==> src/rtl/kdc_regs.svh <==
// Command codes, field positions, reset values and timing counts of the keyboard/display controller.
`ifndef KDC_REGS_SVH
`define KDC_REGS_SVH
`define KDC_OP_MODE 3'h0
`define KDC_OP_CLOCK 3'h1
`define KDC_OP_RD_FIFO 3'h2
`define KDC_OP_RD_DISP 3'h3
`define KDC_OP_WR_DISP 3'h4
`define KDC_OP_INH_BLANK 3'h5
`define KDC_OP_CLEAR 3'h6
`define KDC_OP_END_INT 3'h7
`define KDC_OP_MSB 7
`define KDC_OP_LSB 5
`define KDC_DD_MSB 4
`define KDC_DD_LSB 3
`define KDC_KKK_MSB 2
`define KDC_KKK_LSB 0
`define KDC_PRESC_MSB 4
`define KDC_AI_BIT 4
`define KDC_ERR_BIT 4
`define KDC_ROW_MSB 2
`define KDC_ADDR_MSB 3
`define KDC_IWA_BIT 3
`define KDC_IWB_BIT 2
`define KDC_BLA_BIT 1
`define KDC_BLB_BIT 0
`define KDC_CD_MSB 4
`define KDC_CD_LSB 2
`define KDC_CF_BIT 1
`define KDC_CA_BIT 0
`define KDC_DD_RST 2'h1
`define KDC_KKK_RST 3'h0
`define KDC_PRESC_RST 5'h1f
`define KDC_PRESC_MIN 5'h02
`define KDC_FILL_ZERO 8'h00
`define KDC_FILL_SPACE 8'h20
`define KDC_FILL_ONES 8'hff
`define KDC_SCAN_MAX_DEC 4'h3
`define KDC_SCAN_MAX_8 4'h7
`define KDC_SCAN_MAX_16 4'hf
`define KDC_ADDR_MASK_8 4'h7
`define KDC_ADDR_MASK_16 4'hf
`define KDC_INT_CYCLE_NS 10000
`define KDC_ROW_TIME_NS 640000
`define KDC_BLANK_TIME_NS 160000
`define KDC_ROW_TICKS (`KDC_ROW_TIME_NS / `KDC_INT_CYCLE_NS)
`define KDC_BLANK_TICKS (`KDC_BLANK_TIME_NS / `KDC_INT_CYCLE_NS)
`define KDC_DEBOUNCE_ROWS 16
`endif

==> src/rtl/kdc_pkg.sv <==
// Types shared by the keyboard/display controller.
`default_nettype none
package kdc_pkg;
	typedef enum logic [2:0] {
		kdc_key_idle = 3'h1,
		kdc_key_wait = 3'h2,
		kdc_key_held = 3'h4
	} kdc_key_state_t;

	typedef struct packed {
		logic du;
		logic se;
		logic ovr;
		logic und;
		logic full;
		logic [2:0] cnt;
	} kdc_status_t;

	typedef struct packed {
		logic [1:0] dd;
		logic [2:0] keyboard_mode_field;
		logic [4:0] presc;
		logic err_mode;
		logic rd_fifo_sel;
		logic ai;
		logic [3:0] disp_addr;
		logic [2:0] row_ptr;
		logic inhibit_write_nibble_a;
		logic inhibit_write_nibble_b;
		logic blank_nibble_a;
		logic blank_nibble_b;
		logic se;
		logic ovr;
		logic und;
		logic sens_irq;
		logic sens_lock;
		logic disp_busy;
		logic [3:0] busy_rows;
		logic [4:0] pre_cnt;
		logic [5:0] tick_cnt;
		logic [3:0] scan_cnt;
		kdc_key_state_t key_st;
		logic [2:0] key_row;
		logic [2:0] key_col;
		logic [4:0] key_wait;
		logic rd_n_q;
		logic wr_n_q;
		logic stb_q;
		logic [15:0][7:0] disp_ram;
		logic [7:0][7:0] sens_ram;
		logic [7:0] rdata;
		logic data_oe;
		logic irq;
		logic [3:0] scan_out;
		logic [3:0] out_a;
		logic [3:0] out_b;
		logic blank;
	} kdc_core_t;
endpackage : kdc_pkg
`default_nettype wire

==> src/rtl/kdc_top.sv <==
// Keyboard/display controller: bus port, timing chain, scanner, key FIFO and display refresh.
//
// Function
// - Buffer select: low data, high command/status.
// - Data bus drivers off while chip deselected.
// - Prescaler 2..31 divides clock, resets to 31.
// - 100 kHz gives 5.1 ms scan, 10.3 ms debounce.
// - Encoded count active high, decoded one-of-four low.
// - Closure rechecked after debounce, then queued with shift/control.
// - Sensor mode copies return lines to sensor row.
// - Strobed mode queues return lines on strobe rise.
// - Eight-entry FIFO; interrupt while any entry held.
// - Sensor change holds interrupt until acknowledged.
// - Display address auto-increments; left or right entry.
// - Mode set selects 8/16 characters, entry side.
// - Keyboard field selects scan, sensor or strobe mode.
// - FIFO read command loads row, optional auto-increment.
// - Display read/write commands load address and increment.
// - Per-nibble write inhibit and blank flags, reset zero.
// - Clear command fills display, clears FIFO or all.
// - Display clear lasts one scan, refuses writes, unavailable.
// - FIFO clear empties, drops interrupt, row pointer zero.
// - Clear-all clears both and resynchronises timing chain.
// - End interrupt acknowledges sensor, sets error mode.
// - Status byte: unavailable, error, overrun, underrun, full, count.
// - Interrupt drops on each data read, returns if entries.
// - Key entry: control, shift, row, column.
// - High reset returns device to defaults.
`timescale 1ns/1ps
`include "kdc_regs.svh"
`default_nettype none

// ****************************************
// Entry queue
// ****************************************
module kdc_fifo #(
	parameter int unsigned WIDTH = 8,
	parameter int unsigned DEPTH = 8
) (
	input wire logic i_clk,
	input wire logic i_rst,
	input wire logic i_flush,
	input wire logic i_in_valid,
	output logic o_in_ready,
	input wire logic [WIDTH-1:0] i_in_data,
	output logic o_out_valid,
	input wire logic i_out_ready,
	output logic [WIDTH-1:0] o_out_data,
	output logic [$clog2(DEPTH):0] o_count
);
	localparam int unsigned AW = $clog2(DEPTH);
	typedef struct packed {
		logic [DEPTH-1:0][WIDTH-1:0] mem;
		logic [AW-1:0] wr_ptr;
		logic [AW-1:0] rd_ptr;
		logic [AW:0] count;
	} kdc_fifo_st_t;
	kdc_fifo_st_t st_ff;
	kdc_fifo_st_t nxt_st;
	logic do_push;
	logic do_pop;

	if (DEPTH < 2 || (DEPTH & (DEPTH - 1)) != 0 || WIDTH < 1) begin : g_bad_fifo
		$error("kdc_fifo needs a power-of-two depth of at least two");
	end

	assign o_in_ready = st_ff.count != (AW + 1)'(DEPTH);
	assign o_out_valid = st_ff.count != '0;
	assign o_out_data = st_ff.mem[st_ff.rd_ptr];
	assign o_count = st_ff.count;
	assign do_push = i_in_valid && o_in_ready;
	assign do_pop = i_out_ready && o_out_valid;

	always_comb begin
		nxt_st = st_ff;
		if (do_push) begin
			nxt_st.mem[st_ff.wr_ptr] = i_in_data;
			nxt_st.wr_ptr = st_ff.wr_ptr + AW'(1);
		end
		if (do_pop) begin
			nxt_st.rd_ptr = st_ff.rd_ptr + AW'(1);
		end
		if (do_push && !do_pop) begin
			nxt_st.count = st_ff.count + (AW + 1)'(1);
		end else if (do_pop && !do_push) begin
			nxt_st.count = st_ff.count - (AW + 1)'(1);
		end
		// A flush outranks a push in the same cycle; the entry is dropped.
		if (i_flush) begin
			nxt_st.wr_ptr = '0;
			nxt_st.rd_ptr = '0;
			nxt_st.count = '0;
		end
	end

	always_ff @(posedge i_clk) begin
		if (i_rst) begin
			st_ff <= '0;
		end else begin
			st_ff <= nxt_st;
		end
	end
endmodule : kdc_fifo

// ****************************************
// Controller
// ****************************************
module kdc_top #(
	parameter int unsigned FIFO_WIDTH = 8,
	parameter int unsigned FIFO_DEPTH = 8
) (
	input wire logic i_core_clk,
	input wire logic i_rst,
	input wire logic i_cs_n,
	input wire logic i_buffer_select,
	input wire logic i_rd_n,
	input wire logic i_wr_n,
	input wire logic [7:0] i_data,
	output logic [7:0] o_data,
	output logic o_data_oe,
	output logic o_irq,
	output logic [3:0] o_scan_outputs,
	output logic [3:0] o_disp_a,
	output logic [3:0] o_disp_b,
	output logic o_blank_display,
	input wire logic [7:0] i_return_lines,
	input wire logic i_shift_state,
	input wire logic i_control_strobe_input
);
	localparam logic [5:0] ROW_LAST = 6'(`KDC_ROW_TICKS - 1);
	localparam logic [5:0] BLANK_TICKS = 6'(`KDC_BLANK_TICKS);
	localparam logic [4:0] DEB_LAST = 5'(`KDC_DEBOUNCE_ROWS - 1);
	localparam int unsigned CW = $clog2(FIFO_DEPTH) + 1;

	if (FIFO_WIDTH != 8 || FIFO_DEPTH != 8) begin : g_bad_top
		$error("kdc_top serves only an 8 by 8 entry queue");
	end

	kdc_pkg::kdc_core_t st_ff;
	kdc_pkg::kdc_core_t nxt_st;
	kdc_pkg::kdc_status_t status_w;
	logic rd_edge;
	logic wr_edge;
	logic data_rd;
	logic stat_rd;
	logic data_wr;
	logic cmd_wr;
	logic [2:0] op;
	logic key_mode;
	logic sensor_mode;
	logic strobe_mode;
	logic tick;
	logic row_step;
	logic [3:0] scan_max;
	logic [2:0] row;
	logic [7:0] rl_low;
	logic stb_rise;
	logic sens_hit;
	logic clr_fifo;
	logic clr_disp;
	logic fifo_rd;
	logic push_valid;
	logic [7:0] push_data;
	logic fifo_in_ready;
	logic fifo_out_valid;
	logic [FIFO_WIDTH-1:0] fifo_out_data;
	logic [CW-1:0] fifo_count;

	function automatic logic is_decoded(input logic [2:0] keyboard_mode_field);
		return keyboard_mode_field[0];
	endfunction : is_decoded

	function automatic logic [3:0] next_addr(input logic [3:0] a, input logic wide);
		return (a + 4'h1) & (wide ? `KDC_ADDR_MASK_16 : `KDC_ADDR_MASK_8);
	endfunction : next_addr

	function automatic logic [2:0] first_low(input logic [7:0] low);
		logic [2:0] c;
		c = 3'h0;
		for (int i = 7; i >= 0; i--) begin
			if (low[i]) begin
				c = 3'(i);
			end
		end
		return c;
	endfunction : first_low

	function automatic logic [7:0] fill_code(input logic [2:0] cd);
		logic [7:0] f;
		f = `KDC_FILL_ZERO;
		if (cd[2] && cd[1]) begin
			f = cd[0] ? `KDC_FILL_ONES : `KDC_FILL_SPACE;
		end
		return f;
	endfunction : fill_code

	function automatic logic [7:0] merge(input logic [7:0] old, input logic [7:0] d,
		input logic inhibit_write_nibble_a, input logic inhibit_write_nibble_b);
		return {inhibit_write_nibble_a ? old[7:4] : d[7:4], inhibit_write_nibble_b ? old[3:0] : d[3:0]};
	endfunction : merge

	// Strobes are sampled on the core clock; an access acts once, on its leading edge.
	assign rd_edge = !i_cs_n && !i_rd_n && st_ff.rd_n_q;
	assign wr_edge = !i_cs_n && !i_wr_n && st_ff.wr_n_q;
	assign data_rd = rd_edge && !i_buffer_select;
	assign stat_rd = rd_edge && i_buffer_select;
	assign data_wr = wr_edge && !i_buffer_select;
	assign cmd_wr = wr_edge && i_buffer_select;
	assign op = i_data[`KDC_OP_MSB:`KDC_OP_LSB];
	assign key_mode = !st_ff.keyboard_mode_field[2];
	assign sensor_mode = st_ff.keyboard_mode_field[2] && !st_ff.keyboard_mode_field[1];
	assign strobe_mode = st_ff.keyboard_mode_field[2] && st_ff.keyboard_mode_field[1];
	assign tick = st_ff.pre_cnt >= st_ff.presc - 5'h01;
	assign row_step = tick && st_ff.tick_cnt == ROW_LAST;
	assign scan_max = is_decoded(st_ff.keyboard_mode_field) ? `KDC_SCAN_MAX_DEC
		: (st_ff.dd[0] ? `KDC_SCAN_MAX_16 : `KDC_SCAN_MAX_8);
	assign row = st_ff.scan_cnt[2:0];
	assign rl_low = ~i_return_lines;
	assign stb_rise = i_control_strobe_input && !st_ff.stb_q;
	assign sens_hit = row_step && sensor_mode && !st_ff.sens_lock
		&& i_return_lines != st_ff.sens_ram[row];
	assign clr_fifo = cmd_wr && op == `KDC_OP_CLEAR
		&& (i_data[`KDC_CF_BIT] || i_data[`KDC_CA_BIT]);
	assign clr_disp = cmd_wr && op == `KDC_OP_CLEAR
		&& (i_data[`KDC_CD_MSB] || i_data[`KDC_CA_BIT]);
	assign fifo_rd = data_rd && st_ff.rd_fifo_sel && !sensor_mode;
	assign status_w = '{du: st_ff.disp_busy, se: st_ff.se, ovr: st_ff.ovr, und: st_ff.und,
		full: !fifo_in_ready, cnt: fifo_count[2:0]};

	kdc_fifo #(
		.WIDTH(FIFO_WIDTH),
		.DEPTH(FIFO_DEPTH)
	) u_fifo (
		.i_clk(i_core_clk),
		.i_rst(i_rst),
		.i_flush(clr_fifo),
		.i_in_valid(push_valid),
		.o_in_ready(fifo_in_ready),
		.i_in_data(push_data),
		.o_out_valid(fifo_out_valid),
		.i_out_ready(fifo_rd),
		.o_out_data(fifo_out_data),
		.o_count(fifo_count)
	);

	always_comb begin
		nxt_st = st_ff;
		push_valid = 1'b0;
		push_data = '0;
		nxt_st.rd_n_q = i_rd_n;
		nxt_st.wr_n_q = i_wr_n;
		nxt_st.stb_q = i_control_strobe_input;

		// ****************************************
		// Timing chain
		// ****************************************
		nxt_st.pre_cnt = tick ? 5'h00 : st_ff.pre_cnt + 5'h01;
		nxt_st.tick_cnt = !tick ? st_ff.tick_cnt : (row_step ? 6'h00 : st_ff.tick_cnt + 6'h01);
		if (row_step) begin
			nxt_st.scan_cnt = (st_ff.scan_cnt >= scan_max) ? 4'h0 : st_ff.scan_cnt + 4'h1;
		end
		if (st_ff.disp_busy && row_step) begin
			nxt_st.busy_rows = st_ff.busy_rows + 4'h1;
			if (st_ff.busy_rows == scan_max) begin
				nxt_st.disp_busy = 1'b0;
			end
		end

		// ****************************************
		// Return line scanning
		// ****************************************
		// After a change every sensor row is frozen until acknowledged, so the reported change survives.
		if (sens_hit) begin
			nxt_st.sens_ram[row] = i_return_lines;
			nxt_st.sens_irq = 1'b1;
			nxt_st.sens_lock = 1'b1;
		end
		if (row_step && key_mode) begin
			case (st_ff.key_st)
			kdc_pkg::kdc_key_idle: begin
				if (rl_low != 8'h00) begin
					nxt_st.key_st = kdc_pkg::kdc_key_wait;
					nxt_st.key_row = row;
					nxt_st.key_col = first_low(rl_low);
					nxt_st.key_wait = 5'h00;
				end
			end
			kdc_pkg::kdc_key_wait: begin
				nxt_st.key_wait = st_ff.key_wait + 5'h01;
				// The scan period divides the debounce span, so this is the key's own row again.
				if (st_ff.key_wait == DEB_LAST) begin
					nxt_st.key_st = kdc_pkg::kdc_key_idle;
					if (rl_low[st_ff.key_col]) begin
						nxt_st.key_st = kdc_pkg::kdc_key_held;
						push_valid = 1'b1;
						push_data = {i_control_strobe_input, i_shift_state, st_ff.key_row,
							st_ff.key_col};
					end
					if (st_ff.err_mode && st_ff.keyboard_mode_field[1] && !$onehot0(rl_low)) begin
						nxt_st.se = 1'b1;
					end
				end
			end
			kdc_pkg::kdc_key_held: begin
				if (row == st_ff.key_row && !rl_low[st_ff.key_col]) begin
					nxt_st.key_st = kdc_pkg::kdc_key_idle;
				end
			end
			default: begin
				nxt_st.key_st = kdc_pkg::kdc_key_idle;
			end
			endcase
		end
		if (strobe_mode && stb_rise) begin
			push_valid = 1'b1;
			push_data = i_return_lines;
		end

		// ****************************************
		// Commands
		// ****************************************
		if (cmd_wr) begin
			case (op)
			`KDC_OP_MODE: begin
				nxt_st.dd = i_data[`KDC_DD_MSB:`KDC_DD_LSB];
				nxt_st.keyboard_mode_field = i_data[`KDC_KKK_MSB:`KDC_KKK_LSB];
			end
			`KDC_OP_CLOCK: begin
				nxt_st.presc = (i_data[`KDC_PRESC_MSB:0] < `KDC_PRESC_MIN) ? `KDC_PRESC_MIN
					: i_data[`KDC_PRESC_MSB:0];
			end
			`KDC_OP_RD_FIFO: begin
				nxt_st.rd_fifo_sel = 1'b1;
				nxt_st.ai = i_data[`KDC_AI_BIT];
				nxt_st.row_ptr = i_data[`KDC_ROW_MSB:0];
			end
			`KDC_OP_RD_DISP, `KDC_OP_WR_DISP: begin
				nxt_st.rd_fifo_sel = 1'b0;
				nxt_st.ai = i_data[`KDC_AI_BIT];
				nxt_st.disp_addr = i_data[`KDC_ADDR_MSB:0];
			end
			`KDC_OP_INH_BLANK: begin
				nxt_st.inhibit_write_nibble_a = i_data[`KDC_IWA_BIT];
				nxt_st.inhibit_write_nibble_b = i_data[`KDC_IWB_BIT];
				nxt_st.blank_nibble_a = i_data[`KDC_BLA_BIT];
				nxt_st.blank_nibble_b = i_data[`KDC_BLB_BIT];
			end
			`KDC_OP_CLEAR: begin
				if (clr_disp) begin
					nxt_st.disp_ram = {16{fill_code(i_data[`KDC_CD_MSB:`KDC_CD_LSB])}};
					nxt_st.disp_busy = 1'b1;
					nxt_st.busy_rows = 4'h0;
				end
				if (clr_fifo) begin
					nxt_st.ovr = 1'b0;
					nxt_st.und = 1'b0;
					// A change caught in the clearing cycle stays reported, or it would be lost.
					nxt_st.sens_irq = sens_hit;
					nxt_st.sens_lock = sens_hit;
					nxt_st.row_ptr = 3'h0;
				end
				if (i_data[`KDC_CA_BIT]) begin
					nxt_st.pre_cnt = 5'h00;
					nxt_st.tick_cnt = 6'h00;
					nxt_st.scan_cnt = 4'h0;
				end
			end
			`KDC_OP_END_INT: begin
				nxt_st.sens_irq = sens_hit;
				nxt_st.sens_lock = sens_hit;
				nxt_st.err_mode = i_data[`KDC_ERR_BIT];
			end
			default: begin
				nxt_st.ai = st_ff.ai;
			end
			endcase
		end

		// ****************************************
		// Data transfers
		// ****************************************
		if (data_wr && !st_ff.disp_busy) begin
			if (st_ff.dd[1]) begin
				for (int i = 0; i < 15; i++) begin
					if (4'(i) < scan_max) begin
						nxt_st.disp_ram[i] = st_ff.disp_ram[i + 1];
					end
				end
				nxt_st.disp_ram[scan_max] = merge(st_ff.disp_ram[scan_max], i_data,
					st_ff.inhibit_write_nibble_a, st_ff.inhibit_write_nibble_b);
			end else begin
				nxt_st.disp_ram[st_ff.disp_addr] = merge(st_ff.disp_ram[st_ff.disp_addr], i_data,
					st_ff.inhibit_write_nibble_a, st_ff.inhibit_write_nibble_b);
				if (st_ff.ai) begin
					nxt_st.disp_addr = next_addr(st_ff.disp_addr, st_ff.dd[0]);
				end
			end
		end
		if (stat_rd) begin
			nxt_st.rdata = status_w;
		end
		if (data_rd) begin
			if (!st_ff.rd_fifo_sel) begin
				nxt_st.rdata = st_ff.disp_ram[st_ff.disp_addr];
				if (st_ff.ai) begin
					nxt_st.disp_addr = next_addr(st_ff.disp_addr, st_ff.dd[0]);
				end
			end else if (sensor_mode) begin
				nxt_st.rdata = st_ff.sens_ram[st_ff.row_ptr];
				if (st_ff.ai) begin
					nxt_st.row_ptr = st_ff.row_ptr + 3'h1;
				end
			end else begin
				nxt_st.rdata = fifo_out_data;
				if (!fifo_out_valid) begin
					nxt_st.und = 1'b1;
				end
			end
		end
		if (push_valid && !fifo_in_ready) begin
			nxt_st.ovr = 1'b1;
		end
		nxt_st.data_oe = !i_cs_n && !i_rd_n;
		nxt_st.irq = (sensor_mode ? nxt_st.sens_irq : fifo_out_valid)
			&& !data_rd && !clr_fifo;

		// ****************************************
		// Scan and display outputs
		// ****************************************
		nxt_st.scan_out = is_decoded(nxt_st.keyboard_mode_field) ? ~(4'h1 << nxt_st.scan_cnt[1:0])
			: nxt_st.scan_cnt;
		nxt_st.blank = nxt_st.tick_cnt < BLANK_TICKS || (nxt_st.blank_nibble_a && nxt_st.blank_nibble_b);
		nxt_st.out_a = (nxt_st.tick_cnt < BLANK_TICKS || nxt_st.blank_nibble_a) ? 4'h0
			: nxt_st.disp_ram[nxt_st.scan_cnt][7:4];
		nxt_st.out_b = (nxt_st.tick_cnt < BLANK_TICKS || nxt_st.blank_nibble_b) ? 4'h0
			: nxt_st.disp_ram[nxt_st.scan_cnt][3:0];
	end

	always_ff @(posedge i_core_clk) begin
		if (i_rst) begin
			st_ff <= '0;
			st_ff.dd <= `KDC_DD_RST;
			st_ff.keyboard_mode_field <= `KDC_KKK_RST;
			st_ff.presc <= `KDC_PRESC_RST;
			st_ff.key_st <= kdc_pkg::kdc_key_idle;
			st_ff.rd_n_q <= 1'b1;
			st_ff.wr_n_q <= 1'b1;
			st_ff.stb_q <= 1'b1;
		end else begin
			st_ff <= nxt_st;
		end
	end

	assign o_data = st_ff.rdata;
	assign o_data_oe = st_ff.data_oe;
	assign o_irq = st_ff.irq;
	assign o_scan_outputs = st_ff.scan_out;
	assign o_disp_a = st_ff.out_a;
	assign o_disp_b = st_ff.out_b;
	assign o_blank_display = st_ff.blank;
endmodule : kdc_top
`default_nettype wire

==> config.mk <==
export PLATFORM = sky130hd
export DESIGN_NAME = kdc_top
export DESIGN_NICKNAME = d
export VERILOG_FILES = /design/src/rtl/kdc_pkg.sv /design/src/rtl/kdc_top.sv
export VERILOG_INCLUDE_DIRS = /design/src /design/src/rtl
export SDC_FILE = /design/constraint.sdc
export NUM_CORES = 1
export LEC_CHECK = 0
export ABC_AREA = 1
export BUFFER_PORTS_ARGS = -buffer_cell sky130_fd_sc_hd__buf_2
export CAP_MARGIN = 40
export CORE_AREA = 5 5 265 267
export DETAILED_ROUTE_END_ITERATION = 6
export DIE_AREA = 0 0 270 272
export SYNTH_ARGS = -nofsm -noshare
export SYNTH_HDL_FRONTEND = slang
export SYNTH_HIERARCHICAL = 1
export SYNTH_SLANG_ARGS = --single-unit
export TNS_END_PERCENT = 100
==> constraint.sdc <==
create_clock -name i_core_clk -period 5.7 [get_ports i_core_clk]
set_input_delay 0.855 -clock i_core_clk [delete_from_list [all_inputs] [get_ports i_core_clk]]
set_output_delay 0.855 -clock i_core_clk [all_outputs]
set_load 0.02 [all_outputs]
==> impl_metrics.yaml, run 1 <==
cells_and_area:
  area_growth_pct: 7.51
  final_nets: 3774
  design_area_um2: 25100
  final_layout_size_suffix_gt1_frac: 0.0689
sta:
  rsz0062_at_grt: "false"
  tightest_slew_ps: 993
  setup_viol: 0
  min_period_ps: 4130
  max_slew_margin: 0.334
  period_share: 0.725
  maxSlewViolCount: 0
  finalHoldViolations: 0
  tns_ps: 0
  max_freq_ghz: 0.242
  fin_skew_ps: 29.2
clocking:
  cts_tree: "done"
  cts_num_sinks: 355
  clk_path_buf_depth: 3
  clock_latency_ps: 590
  cts.repair.resized: 0
  postCtsSetupBuffers: 0
  h-tree-depth: 2
  ctsHoldBuffers: 0
  cts-buffers-inserted: 44
  cts.clk_slew.worst_paths_ps: 60
  root_buffer: "clkbuf_16"
place:
  io_buffer_count: 46
  gp_congestion: 1.02
  dpl_cell_area_um2: 23700
  dpl.hpwl_um: 61000
route:
  vias: 24945
  ant_nets: 0
  drc: 0
  wl_um: 88900
  vias_per_cell: 5.39
  firstDrtPassIters: 6
  initialDrtViolationCount: 3053
  routedWlPerCell_um: 19.2
critical_path:
  cp.required_ps: 6180
  cp_common_cell: "nand2_1"
  worstSetupPathType: "flop to flop"
  path_max_fanout: 27
  critPathSlowestCell: "nand3_4"
  worstPathArrival_ps: 4610
  startpoint_type: "flop"
  critical_path.cell_chain: "inv_1, ha_1, nand2_1, xnor2_1, inv_1, ha_1, nand2_1, inv_2, a21oi_2, nand3_4, nand2_4, nand2_2, nand3_4, inv_4, nand2_4, clkinv_2, nand3_1, nand3_1, o21ai_1, nand2_1, nand2_1, nor2_1"
  slowest_delay_ps: 460
  cp-end-kind: "flop"
grt:
  gr-usage-met3: 0.0406
  first_global_vias: 23130
  globalRoute.totalOverflow: 0
  antenna_found_initial: 2
  grtUsageTotal: 0.231
  grt_use_met1: 0.313
  grt_max_degree: 74
  top_usage_layer: "met2"
  met2_usage: 0.363
  grt_pass1_wl_um: 137000
synthesis:
  netlist_area_um2: 23400
  syn_nets: 3877
  yosysWarnings: 6
  syn_inst: 3820
  avgSynthCellArea_um2: 6.12
power:
  ir_drop_mv: 0.240
  leakage_uw: 0.0110
  powerDensity_nw_per_um2: 226
worst_hold_path:
  hold_path_class: "flop to flop"
status:
  outcome: "completed"
job:
  drv_cap: 0
die:
  die_h_um: 272
  initial_utilization: 0.345
  rows: 96
  io_pins: 47
  die_w_um: 270
  core_area_um2: 67900
  die-area_um2: 73400
final timing paths:
path	from	to	slack, ps	cells after the start
hold / removal	st_ff[77]	st_ff[77]	460	2
setup reg to reg	st_ff[271]	o_disp_a[0]	1570	22
setup / recovery	st_ff[271]	o_disp_a[0]	1570	22
hold reg to reg	st_ff[77]	st_ff[77]	460	2
cells in the final DEF, fill, tap and decap left out, types with 22 or more instances in the layout:
cell type,n
nand3_1,302
a21oi_1,342
nor3_1,64
inv_1,497
buf_4,38
buf_2,46
o21ai_0,310
o21ai_1,30
nor2_1,339
ha_1,28
a22oi_1,22
nand4_1,62
o211ai_1,39
nand2_1,994
dfxtp_1,352
clkbuf_16,45
inv_2,23
state kept, by name (all words and copies together) (netlist names):
name / count
o_data: 8
st_ff: 255
o_irq: 1
o_scan_outputs: 4
o_data_oe: 1
o_disp_b: 4
o_blank_display: 1
u_fifo/st_ff: 70
u_fifo/o_count: 4
row: 3
o_disp_a: 4
cell type report:
type / count / area, µm²
antenna: 1 / 2.50
tap: 882 / 1100
timing repair buffer: 91 / 642
fill: 7508 / 42700
multi-input combinational: 2700 / 12900
inverter: 525 / 1980
sequential: 355 / 7110
clock buffer: 64 / 1300
clock inverter: 11 / 100
critical path: cells and delay by family, from the launching register on:
family / cells / cell delay (ps)
simple gates: 12 / 1880
buf+inv: 5 / 720
fa+ha+maj: 2 / 530
compound gates: 2 / 400
flops: 1 / 340
xor+xnor: 1 / 110
per-layer routing:
metal  routed length [µm]  up-vias
li1                     -    12077
met1                37700    11290
met2                38400     1299
met3                 8290      277
met4                 4460        2
met5                   11        -
power by group:
part | total, µW | switching, µW | leakage (µW) | internal [µW]
clock network | 2790 | 1170 | 0.000689 | 1620
logic | 387 | 292 | 0.00749 | 94.3
registers | 2510 | 11.8 | 0.00286 | 2500
total | 5680 | 1470 | 0.0110 | 4210
stage by stage:
stage | utilization | worst slack [ps] | total power, µW | hold WS, ps | instances
floorplan | - | 1920 | 2800 | 427 | 3820
detailed placement | 0.350 | 1560 | 2940 | 451 | 4553
CTS | 0.370 | 1600 | 5720 | 461 | 4628
global placement | 0.348 | 1570 | 2930 | 441 | 4545
finish | 0.370 | 1570 | 5680 | 460 | 4629
global route | 0.370 | 1420 | 5860 | 478 | 4628
Power figures use the tool's default switching activity.
==> run 2: changes to the inputs <==
Clock period 5.7 ns to 4.3 ns, I/O delays scaled along.
==> run 2 against run 1 <==
Effect of this change: first-iteration DRC count is 2.5% higher; clock power rose by 35%; die area unchanged; critical path depth stayed put; utilization grew 0.40 points; clock skew grew 1.2 ps; via count increased by 0.60%; sequential share of layout area down 0.30 points; global-route usage grew 0.52 points; worst hold slack got worse by 180 ps; largest power group unchanged.
==> impl_metrics.yaml, run 2 (synthesis gave the netlist of run 1 again) <==
critical_path:
  critical_path.cell_chain: "inv_1, ha_1, nand2_1, xnor2_1, inv_1, ha_1, nand2_1, inv_2, a21oi_2, nand3_4, nand2_4, nand2_2, nand3_4, inv_4, nand2_4, clkinv_2, nand3_1, nand3_1, o21ai_1, nand2_1, nand2_1, nor2_1"
  cp_common_cell: "nand2_1"
  critPathSlowestCell: "clkinv_2"
  cp.required_ps: 4780
  path_max_fanout: 23
  worstPathArrival_ps: 4310
  worst-path-buf-inv: 5
  worstSetupPathType: "flop to flop"
  slowest_delay_ps: 410
  cp-end-kind: "flop"
  startpoint_type: "flop"
  path_delay_family: "simple AND/OR/NAND/NOR gates"
clocking:
  cts-buffers-inserted: 43
  cts_num_sinks: 355
  cts_tree: "done"
  h-tree-depth: 2
  postCtsSetupBuffers: 0
  clock_latency_ps: 600
  clk_path_buf_depth: 3
  root_buffer: "clkbuf_16"
  cts.repair.resized: 0
  cts.clk_slew.worst_paths_ps: 60
  ctsHoldBuffers: 0
power:
  p_clk_frac: 0.495
  power_frac_seq: 0.435
  p_sw_uw: 1980
  p_int_uw: 5660
  powerDensity_nw_per_um2: 301
  ir_drop_mv: 0.327
  leakage_uw: 0.0112
  combPwrFrac: 0.070
  switching_share: 0.260
  p_total_uw: 7640
sta:
  tightest_slew_ps: 908
  max_slew_margin: 0.390
  maxSlewViolCount: 0
  period_share: 0.892
  min_period_ps: 3830
  setup_viol: 0
  finalHoldViolations: 0
  max_freq_ghz: 0.261
  holdWs_ps: 284
  rsz0062_at_grt: "false"
  fin_skew_ps: 30.4
  tns_ps: 0
place:
  gp_congestion: 1.01
  dpl.cell_count: 4585
  dpl.hpwl_um: 62200
  io_buffer_count: 46
  dpl_cell_area_um2: 24000
cells_and_area:
  nFillCells: 7434
  largest_reg_flops: 255
  regMostFlops: "st_ff"
  final_cell_count_no_fill: 4661
  final_nets: 3805
  final_layout_size_suffix_gt1_frac: 0.0770
  final_common_cell: "nand2_1"
  area_growth_pct: 8.68
  diodes: 0
  mostFrequentLayoutCells: "994 x nand2_1, 497 x inv_1, 352 x dfxtp_1, 342 x a21oi_1, 339 x nor2_1"
  design_area_um2: 25400
route:
  firstDrtPassIters: 6
  drc: 0
  initialDrtViolationCount: 3129
  vias: 25094
  routedWlPerCell_um: 19.4
  wl_um: 90400
  vias_per_cell: 5.38
  ant_nets: 0
worst_hold_path:
  hold_path_class: "primary input to flop"
die:
  rows: 96
  initial_utilization: 0.345
  io_pins: 47
  core_area_um2: 67900
  die_h_um: 272
  die_w_um: 270
  die-area_um2: 73400
grt:
  globalRoute.totalOverflow: 0
  first_global_vias: 23264
  grtUsageTotal: 0.237
  grt_max_degree: 99
  grt_pass1_wl_um: 140000
  antenna_found_initial: 3
job:
  drv_cap: 0
status:
  outcome: "completed"
==> run 2: cell count changes in the layout (fill, tap and decap cells not counted) <==
cell | before | now
buf_12 | 5 | 6
buf_2 | 46 | 45
buf_4 | 38 | 70
bufinv_16 | 1 | 3
clkbuf_16 | 45 | 44
clkbuf_8 | 10 | 9
clkinv_2 | 8 | 10
clkinv_8 | 0 | 1
clkinvlp_4 | 2 | 0
diode_2 | 1 | 0
inv_16 | 1 | 0
inv_6 | 0 | 1
==> run 2: tightest hold or removal path: stages <==
cell,delay (ps)
buf_2,90
inv_1,40
nand2_1,50
==> run 2: final timing paths <==
path | startpoint | end | slack, ps | cells after the start
worst max register to register | st_ff[271] | o_disp_b[1] | 470 | 22
worst min register to register | st_ff[24] | st_ff[24] | 460 | 2
worst max-delay path | st_ff[271] | o_disp_b[1] | 470 | 22
worst min-delay path | i_wr_n | st_ff[216] | 280 | 3
==> run 2: cell type report <==
| type | count | area (µm²) | share of cell area |
|---|---|---|---|
| clock buffer | 62 | 1260 | 0.0495 |
| tap | 882 | 1100 | 0.0434 |
| inverter | 525 | 1980 | 0.0779 |
| sequential | 355 | 7110 | 0.280 |
| multi-input combinational | 2700 | 12900 | 0.508 |
| clock inverter | 14 | 160 | 0.00630 |
| timing repair buffer | 123 | 897 | 0.0353 |
==> run 2: stage by stage <==
step,setup slack (ps),utilization
6_report,465,0.374
5_1_grt,115,0.374
4_1_cts,536,0.374
3_5_place_dp,539,0.354
3_3_place_gp,581,0.352
2_1_floorplan,523,-
==> run 2: per-layer routing <==
metal / global-route usage / routed length (µm) / vias up
met3: 0.0452 / 9200 / 291
met4: 0.117 / 5150 / 4
met2: 0.361 / 38200 / 1294
met1: 0.320 / 37900 / 11376
li1: - / - / 12129
met5: 0 / 26 / -
==> run 2: power by group through the flow <==
stage	logic (µW)	clock network, µW	registers (µW)
final	537	3780	3320
after CTS	521	3850	3320
after global routing	583	3980	3320
after detailed placement	518	0	3400
after global placement	515	0	3400
after floorplan	326	0	3390
